**src/hdl/rhw_cfg.svh**
```systemverilog
// Constants for the run/stop and wait-state control block
// How it works
// - Act on rising edge of toggle line
// - Each recognised pulse inverts the run flip-flop
// - Stop instruction 7402 octal forces halt
// - Run indicator low while halted, high running
// - Pulse while halted starts running until the next pulse or a stop
// - Sample wait only in data transfer states
// - Low wait stretches transfer while it stays low
// - Read waits in read data state
// - Write waits in write hold, data driven
// - Stretch only in whole clock periods
// - Every write strobe follows a read strobe
// - No write: skip write hold, no sampling
// - Cycle is five states plus optional sixth
// - Toggle request sampled at T1 of last cycle
`ifndef RHW_CFG_SVH
`define RHW_CFG_SVH

// Stop instruction code, 7402 octal
`define RHW_STOP_OPCODE   12'hF02
// Clocks after reset before a toggle edge counts
`define RHW_GUARD_CLKS    4'hA
// Pin synchroniser reset value, lines idle high
`define RHW_SYNC_RESET    3'h7

`endif

```
**src/hdl/rhw_pkg.sv**
```systemverilog
// Types for the run/stop and wait-state control block
package rhw_pkg;

  // Processor cycle states, one-hot
  typedef enum logic [6:0] {
    ST_IDLE = 7'h01,
    ST_T1   = 7'h02,
    ST_T2   = 7'h04,
    ST_T3   = 7'h08,
    ST_T4   = 7'h10,
    ST_T5   = 7'h20,
    ST_T6   = 7'h40
  } cyc_state_t;

  // Cycle information from the instruction sequencer
  typedef struct packed {
    logic        cycle_write;
    logic        last_cycle;
    logic        exec_valid;
    logic [11:0] exec_opcode;
  } core_req_t;

  // Transfer strobes toward the multiplexed bus
  typedef struct packed {
    logic input_transfer_strobe;
    logic output_transfer_strobe;
    logic write_drive_en;
  } bus_ctl_t;

endpackage

```
**src/hdl/run_halt_wait_ctl.sv**
```systemverilog
// Run/stop flip-flop and T1..T6 cycle sequencer with wait stretching
`include "rhw_cfg.svh"

module run_halt_wait_ctl (
  // Clock and reset
  input  wire logic               clk_sys,
  input  wire logic               rst,
  // Pins
  input  wire logic               run_stop_toggle_line,
  input  wire logic               wait_n,
  // Instruction sequencer
  input  wire rhw_pkg::core_req_t core_req,
  // Status and strobes
  output rhw_pkg::cyc_state_t     cycle_state,
  output rhw_pkg::bus_ctl_t       bus_ctl,
  output logic                    run_ind,
  output logic                    ifetch,
  output logic                    cycle_end
);

  ////////////////////////////////////////////////////////////////
  // Pin synchronisers and filters

  logic [2:0] sync_run;
  logic [2:0] sync_wait;
  logic       run_filt;
  logic       wait_filt;
  logic [2:0] next_sync_run;
  logic [2:0] next_sync_wait;
  logic       next_run_filt;
  logic       next_wait_filt;
  logic       run_edge;
  logic       wait_low;

  always_comb
  begin
    next_sync_run  = {sync_run[1:0], run_stop_toggle_line};
    next_sync_wait = {sync_wait[1:0], wait_n};
    next_run_filt  = run_filt;
    next_wait_filt = wait_filt;
    if (sync_run[1] == sync_run[2])
    begin
      next_run_filt = sync_run[2];
    end
    if (sync_wait[1] == sync_wait[2])
    begin
      next_wait_filt = sync_wait[2];
    end
  end

  always_ff @(posedge clk_sys or posedge rst)
  begin
    if (rst)
    begin
      sync_run  <= `RHW_SYNC_RESET;
      sync_wait <= `RHW_SYNC_RESET;
      run_filt  <= 1'b1;
      wait_filt <= 1'b1;
    end
    else
    begin
      sync_run  <= next_sync_run;
      sync_wait <= next_sync_wait;
      run_filt  <= next_run_filt;
      wait_filt <= next_wait_filt;
    end
  end

  // Toggle line: only the low-to-high change counts, never the level; wait is used as a level
  assign run_edge = next_run_filt & ~run_filt;
  assign wait_low = ~wait_filt;

  ////////////////////////////////////////////////////////////////
  // Post-reset guard

  logic [3:0] guard_cnt;
  logic [3:0] next_guard_cnt;
  logic       guard_done;

  assign guard_done = (guard_cnt == `RHW_GUARD_CLKS);

  always_comb
  begin
    next_guard_cnt = guard_cnt;
    if (!guard_done)
    begin
      next_guard_cnt = guard_cnt + 4'h1;
    end
  end

  always_ff @(posedge clk_sys or posedge rst)
  begin
    if (rst)
    begin
      guard_cnt <= 4'h0;
    end
    else
    begin
      guard_cnt <= next_guard_cnt;
    end
  end

  ////////////////////////////////////////////////////////////////
  // Run flip-flop and cycle sequencer

  rhw_pkg::cyc_state_t state;
  rhw_pkg::cyc_state_t next_state;
  logic                run_ff;
  logic                pend_tog;
  logic                tog_taken;
  logic                last_flag;
  logic                halt_req;
  logic                first_cyc;
  logic                next_run_ff;
  logic                next_pend_tog;
  logic                next_tog_taken;
  logic                next_last_flag;
  logic                next_halt_req;
  logic                next_first_cyc;
  logic                next_cycle_end;
  logic                stop_hit;
  logic                cyc_done;
  logic                ins_end;

  assign stop_hit = core_req.exec_valid
                  & (core_req.exec_opcode == `RHW_STOP_OPCODE);

  always_comb
  begin
    next_state     = state;
    next_run_ff    = run_ff;
    next_pend_tog  = pend_tog | (run_edge & guard_done);
    next_tog_taken = tog_taken;
    next_last_flag = last_flag;
    next_halt_req  = halt_req | stop_hit;
    next_first_cyc = first_cyc;
    cyc_done       = 1'b0;
    case (state)
      rhw_pkg::ST_IDLE:
      begin
        // Halted: nothing fetched until a toggle arrives
        if (pend_tog)
        begin
          next_run_ff    = 1'b1;
          next_pend_tog  = run_edge & guard_done;
          next_first_cyc = 1'b1;
          next_state     = rhw_pkg::ST_T1;
        end
      end
      rhw_pkg::ST_T1:
      begin
        next_last_flag = core_req.last_cycle;
        if (core_req.last_cycle)
        begin
          next_tog_taken = pend_tog;
          next_pend_tog  = run_edge & guard_done;
        end
        next_state = rhw_pkg::ST_T2;
      end
      rhw_pkg::ST_T2:
      begin
        if (!wait_low)
        begin
          next_state = rhw_pkg::ST_T3;
        end
      end
      rhw_pkg::ST_T3:
      begin
        next_state = rhw_pkg::ST_T4;
      end
      rhw_pkg::ST_T4:
      begin
        next_state = rhw_pkg::ST_T5;
      end
      rhw_pkg::ST_T5:
      begin
        if (core_req.cycle_write)
        begin
          next_state = rhw_pkg::ST_T6;
        end
        else
        begin
          cyc_done = 1'b1;
        end
      end
      rhw_pkg::ST_T6:
      begin
        if (!wait_low)
        begin
          cyc_done = 1'b1;
        end
      end
      default:
      begin
        next_state = rhw_pkg::ST_IDLE;
      end
    endcase
    next_first_cyc = next_first_cyc & ~cyc_done;
    if (cyc_done)
    begin
      next_state = rhw_pkg::ST_T1;
      if (last_flag)
      begin
        // Stop instruction wins over a toggle at the same end
        next_run_ff    = (halt_req | stop_hit) ? 1'b0 : run_ff ^ tog_taken;
        next_halt_req  = 1'b0;
        next_tog_taken = 1'b0;
        next_first_cyc = 1'b1;
        if (!next_run_ff)
        begin
          next_state = rhw_pkg::ST_IDLE;
        end
      end
    end
    next_cycle_end = cyc_done;
  end

  assign ins_end = cyc_done & last_flag;

  always_ff @(posedge clk_sys or posedge rst)
  begin
    if (rst)
    begin
      state     <= rhw_pkg::ST_IDLE;
      run_ff    <= 1'b0;
      pend_tog  <= 1'b0;
      tog_taken <= 1'b0;
      last_flag <= 1'b0;
      halt_req  <= 1'b0;
      first_cyc <= 1'b0;
    end
    else
    begin
      state     <= next_state;
      run_ff    <= next_run_ff;
      pend_tog  <= next_pend_tog;
      tog_taken <= next_tog_taken;
      last_flag <= next_last_flag;
      halt_req  <= next_halt_req;
      first_cyc <= next_first_cyc;
    end
  end

  ////////////////////////////////////////////////////////////////
  // Output flops

  rhw_pkg::bus_ctl_t next_bus_ctl;

  always_comb
  begin
    next_bus_ctl.input_transfer_strobe  = (next_state == rhw_pkg::ST_T2);
    next_bus_ctl.output_transfer_strobe = (next_state == rhw_pkg::ST_T6);
    next_bus_ctl.write_drive_en         = (next_state == rhw_pkg::ST_T6);
  end

  always_ff @(posedge clk_sys or posedge rst)
  begin
    if (rst)
    begin
      cycle_state <= rhw_pkg::ST_IDLE;
      bus_ctl     <= '0;
      run_ind     <= 1'b0;
      ifetch      <= 1'b0;
      cycle_end   <= 1'b0;
    end
    else
    begin
      cycle_state <= next_state;
      bus_ctl     <= next_bus_ctl;
      run_ind     <= next_run_ff;
      ifetch      <= next_first_cyc & (next_state != rhw_pkg::ST_IDLE);
      cycle_end   <= next_cycle_end;
    end
  end

  ////////////////////////////////////////////////////////////////
  // Checks

  logic read_seen;

  always_ff @(posedge clk_sys or posedge rst)
  begin
    if (rst)
    begin
      read_seen <= 1'b0;
    end
    else if (state == rhw_pkg::ST_T1)
    begin
      read_seen <= 1'b0;
    end
    else if (state == rhw_pkg::ST_T2)
    begin
      read_seen <= 1'b1;
    end
  end
endmodule

```
**config.mk**
```make
export PLATFORM = sky130hd
export DESIGN_NAME = run_halt_wait_ctl
export DESIGN_NICKNAME = d
export VERILOG_FILES = /design/src/hdl/rhw_pkg.sv /design/src/hdl/run_halt_wait_ctl.sv
export VERILOG_INCLUDE_DIRS = /design/src /design/src/hdl
export SDC_FILE = /design/constraint.sdc
export NUM_CORES = 1
export LEC_CHECK = 0
export ABC_AREA = 0
export BUFFER_PORTS_ARGS = -buffer_cell sky130_fd_sc_hd__buf_4
export CAP_MARGIN = 10
export CORE_ASPECT_RATIO = 0.9
export CORE_MARGIN = 2
export CORE_UTILIZATION = 46
export CTS_CLUSTER_SIZE = 25
export DETAILED_ROUTE_END_ITERATION = 12
export PLACE_DENSITY_LB_ADDON = 0.05
export SETUP_SLACK_MARGIN = 0.02
export SYNTH_ARGS = -nofsm -noshare
export SYNTH_HDL_FRONTEND = slang
export SYNTH_SLANG_ARGS = --single-unit
export TNS_END_PERCENT = 100
```
**constraint.sdc**
```tcl
create_clock -name clk_sys -period 1.45 [get_ports clk_sys]
set_clock_uncertainty 0.05 [all_clocks]
set_input_delay 0.29 -clock clk_sys [delete_from_list [all_inputs] [get_ports clk_sys]]
set_output_delay 0.29 -clock clk_sys [all_outputs]
set_load 0.03 [all_outputs]
```
==> qor.yml, run 1 <==
drt_pre_antenna_iters: 4
rows: 18
finalNonFillerCells: 210
place_inst: 196
synth_edf_count: 0
path_cells: "and3b_2 -> o211ai_1 -> o21ai_1 -> a21boi_1"
grt_pass1_wl_mm: 4.21
cts.reportedPaths.clkPinSlew_ps: 90
grt_pass1_vias: 977
hold_class: "in -> reg"
timing.fmax_ghz: 0.666
end_kind: "flop"
critPathArrivalTime_ps: 1680
synth_cell_types: 45
worstSetupPathType: "reg -> reg"
antenna_found_initial: 0
violations: "negative setup slack"
pwr_density_cell_nw_per_um2: 1270
synth_warnings: 0
synth-seq-area-share_pct: 56.5
grtUsageTotal_pct: 18.1
ys.flop_type: "dfrtp_1"
cp.required_ps: 1630
initial_core_util_pct: 47.9
dp_hpwl_mm: 1.98
hold_viol_final: 0
slew_viol_final: 0
io_pins: 32
worstSetupStartpointType: "flop"
setup_viol: 3
critical_path.max_fanout: 6
synth.cell_area_um2: 1310
syn_to_final_growth_pct: 45.1
min_period_over_period_pct: 104
viasPerCell: 4.94
ant_nets: 0
io_buffers: 31
vias: 1038
gp_congestion: 0.883
ir_drop_v: 0.00110
n_antenna_cell: 0
async_flop_share_pct: 100
wl_per_cell_um: 13.0
worst_slew_pin_slew_ps: 371
cts_buffers: 5
slew_headroom_pct: 74.9
synth_nets: 135
overflow: 0
cap_violations: 0
min_period_ps: 1500
ctsHtreeMaxLevel: 2
dieArea_um2: 3280
synth_seq_cells: 29
cts_buffer_depth: 2
rsz0062_at_grt: "true"
max_stage_delay_ps: 460
crit_buf_inv: 0
worst_slack_ps: -51.2
die_w_um: 60.1
drt_wl_total_mm: 2.73
holdWs_ps: 283
leakage_nw: 0.886
syn_inst: 114
syn_area_per_cell_um2: 11.4
slowest_stage: "dfrtp_2"
cts_root_buffer: "clkbuf_4"
grt_max_degree: 30
clock_sinks: 29
drt_iter0_markers: 20
design.core.area_um2: 2730
layout.nets: 190
clock_latency_ps: 310
drc: 0
die_y_um: 54.5
drive_gt1_share_pct: 49.4
cp_top_family: "compound AO/OA/AOI/OAI gates"
status: "finished with violations"
cts_tree: "done"
cell type report:
class                   count  area [um^2]
clock inverters             1         30.0
inverters                   4         15.0
multi-input cells          78          576
clock buffers               7         55.1
flip-flops and latches     29          743
fillers                   200          832
repair buffers             51          424
well taps                  40         50.0
sequential cells by signal, indices dropped and copies added (netlist names):
name         flops
cycle_state      7
guard_cnt        4
sync_run         3
sync_wait        3
bus_ctl          2
cycle_end        1
first_cyc        1
halt_req         1
ifetch           1
last_flag        1
pend_tog         1
run_filt         1
run_ind          1
tog_taken        1
wait_filt        1
final timing paths:
check / from / end / slack [ps] / depth (start not counted)
worst max-delay path: cycle_state[6]$_DFF_PP0_ / ifetch$_DFF_PP0_ / -50 / 4
worst min-delay path: core_req[13] / pend_tog$_DFF_PP0_ / 280 / 4
worst max register to register: cycle_state[6]$_DFF_PP0_ / ifetch$_DFF_PP0_ / -50 / 4
worst min register to register: sync_run[0]$_DFF_PP1_ / sync_run[1]$_DFF_PP1_ / 310 / 0
max in group asynchronous: rst / sync_wait[1]$_DFF_PP1_ / 500 / 4
min in group asynchronous: rst / bus_ctl[0]$_DFF_PP0_ / 550 / 4
Yosys cell counts (all sizes together), types with 3 or more instances:
master,count,share of area [%]
o21ai,4,1.5
dfrtp,20,38
inv,4,1.2
mux2i,3,2.3
dfstp,9,18
nor3,4,2.8
a21oi,5,1.9
nand2,11,3.2
and3,3,1.4
nor2,10,2.9
buf,3,1.8
nand3,3,1.2
worst reg2reg max path: cells and delay by family (launching register included):
kind	cells	cell delay [ps]
AND/OR/NAND/NOR	1	240
AO/OA/AOI/OAI	3	660
flip-flops	1	460
per-stage QoR:
stage | cell area [um^2] | utilization, % | setup WS, ps | power [mW] | TNS, ps
floorplan | 1310 | - | -139 | 1.37 | -157
global placement | 1670 | 61.3 | 2.39 | 1.60 | 0
detailed placement | 1670 | 61.3 | -30.6 | 1.62 | -64.2
CTS | 1790 | 65.8 | -37.0 | 2.34 | -69.8
global route | 1890 | 69.5 | -110 | 2.56 | -366
finish | 1890 | 69.5 | -51.2 | 2.41 | -74.9
power breakdown:
group / total, mW / switching [mW] / leakage, nW / internal (mW)
logic: 0.722 / 0.367 / 0.500 / 0.356
registers: 1.01 / 0.0893 / 0.340 / 0.923
clock network: 0.678 / 0.266 / 0.0455 / 0.412
layer usage:
layer  share of wire, %  vias to the layer above  global-route usage (%)
li1                   -                      516                       -
met3                4.9                        4                    6.38
met4               0.84                        0                    7.41
met2                 48                       28                    28.3
met5                  0                        -                       0
met1                 46                      490                    23.1
cells by family (layout without fill, tap and decap cells):
kind of cell / count (synthesis) / in the layout / synth area share [%]
flops: 29 / 29 / 56.5
fa+ha+maj: 4 / 4 / 3.45
xor+xnor: 4 / 4 / 2.69
buf+inv: 7 / 63 / 2.97
mux: 3 / 3 / 2.30
simple gates: 47 / 47 / 21.6
compound gates: 20 / 20 / 10.5
what timing repair did:
action,in CTS,in global routing
pin swaps,2,4
endpoints found under the setup margin,6,13
hold buffers,1,2
hold endpoints to repair,20,2
setup buffers,0,3
gates resized for setup,7,16
layout by cell type, fill, tap and decap left out, types with 2 or more instances in the layout:
master,synthesis,layout
o2111ai_2,0,2
nand2_1,11,11
dfstp_2,9,9
dfrtp_1,20,15
buf_4,1,39
ha_1,2,2
o21ai_1,1,2
and3_1,3,3
nor2_1,10,10
a21oi_1,5,5
nor4b_1,2,2
inv_1,4,3
mux2i_1,3,3
nor3_4,1,2
buf_6,1,9
dlygate4sd3_1,0,3
clkbuf_4,0,5
nor2b_1,2,2
nand3_1,3,2
maj3_1,2,2
xnor2_1,2,2
nor3_1,2,2
xor2_1,2,2
dfrtp_2,0,5
(Power assumes the default switching activity.)
==> run 2: changes to the inputs <==
--- a/config.mk
+++ b/config.mk
@@ -9,9 +9,11 @@
 export ABC_AREA = 0
 export BUFFER_PORTS_ARGS = -buffer_cell sky130_fd_sc_hd__buf_4
 export CAP_MARGIN = 10
+export CELL_PAD_IN_SITES_DETAIL_PLACEMENT = 0
+export CELL_PAD_IN_SITES_GLOBAL_PLACEMENT = 1
 export CORE_ASPECT_RATIO = 0.9
 export CORE_MARGIN = 2
-export CORE_UTILIZATION = 46
+export CORE_UTILIZATION = 36
 export CTS_CLUSTER_SIZE = 25
 export DETAILED_ROUTE_END_ITERATION = 12
 export PLACE_DENSITY_LB_ADDON = 0.05
==> qor.yml, run 2 (same netlist as run 1, synthesis figures left out) <==
status: "finished with violations"  # unchanged
violations: "negative setup slack"  # unchanged
vias: 1026  # was 1,038
initial_core_util_pct: 38.1  # was 47.9%
crit_cells: 6  # was 4
largest_register: "cycle_state"  # unchanged
drive_gt1_share_pct: 52.3  # was 49.4%
layout.nets: 192  # was 190
slowest_stage: "dfrtp_2"  # unchanged
n_antenna_cell: 0  # unchanged
cap_violations: 0  # unchanged
end_kind: "flop"  # unchanged
ir_drop_v: 0.000861  # was 0.00110 V
reg_top3: "cycle_state (7), guard_cnt (4)"  # unchanged
worstSetupStartpointType: "flop"  # unchanged
worstSetupPathType: "reg -> reg"  # unchanged
hold_viol_final: 0  # unchanged
grt_use_met3_pct: 5.30  # was 6.38%
clock_sinks: 29  # unchanged
slew_headroom_pct: 68.3  # was 74.9%
design.core.area_um2: 3430  # was 2730 um^2
cts.reportedPaths.clkPinSlew_ps: 60  # was 90 ps
critPathArrivalTime_ps: 1600  # was 1680 ps
use_met2_pct: 24.9  # was 28.3%
largest_register_ffs: 7  # unchanged
setup_viol: 2  # was 3
io_pins: 32  # unchanged
grt_busiest_layer: "met2"  # unchanged
rr_worst_depth: 6  # was 4
dieArea_um2: 4120  # was 3280 um^2
cts_tree: "done"  # unchanged
hold_class: "in -> async"  # was in -> reg
min_period_ps: 1480  # was 1500 ps
cts_buffer_depth: 2  # unchanged
grt_pass1_wl_mm: 4.64  # was 4.21 mm
final_common_cell: "buf_4"  # unchanged
timing.fmax_ghz: 0.674  # was 0.666 GHz
pwr_density_cell_nw_per_um2: 1330  # was 1270 nW/um^2
drt_wl_total_mm: 2.89  # was 2.73 mm
max_stage_delay_ps: 440  # was 460 ps
finalPower_mw: 2.54  # was 2.41 mW
rows: 20  # was 18
drc: 0  # unchanged
crit_buf_inv: 2  # was 0
critical_path.max_fanout: 5  # was 6
path_cells: "buf_12 -> nor3_4 -> buf_4 -> nand4_1 -> mux2i_1 -> nor2_1"  # was and3b_2 -> o211ai_1 -> o21ai_1 -> a21boi_1
die_y_um: 61.1  # was 54.5 um
wl_per_cell_um: 13.4  # was 13.0 um
clock_latency_ps: 280  # was 310 ps
syn_to_final_growth_pct: 46.2  # was 45.1%
cp.required_ps: 1560  # was 1630 ps
grt_max_degree: 30  # unchanged
fin_tns_setup_ps: -65.5  # was -74.9 ps
die_w_um: 67.5  # was 60.1 um
ant_nets: 0  # unchanged
io_buffers: 31  # unchanged
antenna_found_initial: 0  # unchanged
worst_slack_ps: -33.5  # was -51.2 ps
slew_viol_final: 0  # unchanged
mostFrequentLayoutCells: "buf_4 (50), dfrtp_1 (16), nand2_1 (11)"  # was buf_4 (39), dfrtp_1 (15), nand2_1 (11)
cp_top_family: "flip-flops"  # was compound AO/OA/AOI/OAI gates
overflow: 0  # unchanged
drt_iter0_markers: 14  # was 20
drt_pre_antenna_iters: 4  # unchanged
ctsHoldBuffers: 0  # was 1
ctsHtreeMaxLevel: 2  # unchanged
grtUsageTotal_pct: 15.9  # was 18.1%
cts_buffers: 5  # unchanged
cts_root_buffer: "clkbuf_8"  # was clkbuf_4
rsz0062_at_grt: "true"  # unchanged
grt_pass1_vias: 1031  # was 977
gp_congestion: 0.784  # was 0.883
gr-usage-met1_pct: 19.3  # was 23.1%
dp_hpwl_mm: 1.99  # was 1.98 mm
leakage_nw: 0.902  # was 0.886 nW
min_period_over_period_pct: 102  # was 104%
viasPerCell: 4.75  # was 4.94
worst_slew_pin_slew_ps: 470  # was 371 ps
-- run 2: layer usage --
metal / up-vias / wire length, um / share of wire (%)
met3: 5 / 172 / 6.0
met4: 0 / 43 / 1.5
met1: 476 / 1310 / 45
met2: 25 / 1370 / 47
met5: - / 0 / 0
li1: 520 / - / -
-- run 2: worst paths after layout --
path                                           from                       end  slack (ps)
max                        cycle_state[2]$_DFF_PP0_       tog_taken$_DFF_PP0_         -30
max reg2reg                cycle_state[2]$_DFF_PP0_       tog_taken$_DFF_PP0_         -30
min reg2reg                  sync_wait[0]$_DFF_PP1_    sync_wait[1]$_DFF_PP1_         310
min in group clk_sys                         wait_n    sync_wait[0]$_DFF_PP1_          60
max in group asynchronous                       rst  cycle_state[0]$_DFF_PP1_         990
min                                             rst  guard_cnt[1]$_DFFE_PP0P_          40
-- run 2: what timing repair did --
action,4_1_cts,5_1_grt
setup endpoints to repair,2,13
setup buffers,1,2
endpoints found under the hold margin,0,0
gates resized for setup,4,11
pin swaps,2,3
-- run 2: area by class of cell --
class,instances,area [um^2]
clock buffers,6,72.6
clock inverters,2,35.0
fillers,303,1520
inverters,4,15.0
multi-input cells,78,571
flip-flops and latches,29,742
well taps,44,55.1
repair buffers,53,418
-- run 2: through the flow --
| stage | instance area, um^2 | worst slack, ps | util [%] | instances | hold WS [ps] |
|---|---|---|---|---|---|
| 4_1_cts | 1860 | -21.1 | 54.2 | 214 | 48.5 |
| 3_5_place_dp | 1710 | -35.9 | 50.0 | 205 | 300 |
| 6_report | 1910 | -33.5 | 55.7 | 216 | 39.4 |
| 2_1_floorplan | 1310 | -139 | - | 114 | 244 |
| 3_3_place_gp | 1710 | -6.83 | 50.0 | 205 | 299 |
| 5_1_grt | 1910 | -115 | 55.7 | 216 | 44.2 |
-- run 2: worst register-to-register path, cell delays in order (launching register included) --
cell and delay, ps:
dfrtp_2 440, buf_12 140, nor3_4 210, buf_4 170
nand4_1 130, mux2i_1 170, nor2_1 50
-- run 2: report_power, final --
group | switching (mW) | internal, mW
Sequential | 0.0884 | 0.924
Clock | 0.292 | 0.509
Combinational | 0.360 | 0.366
Total | 0.740 | 1.80
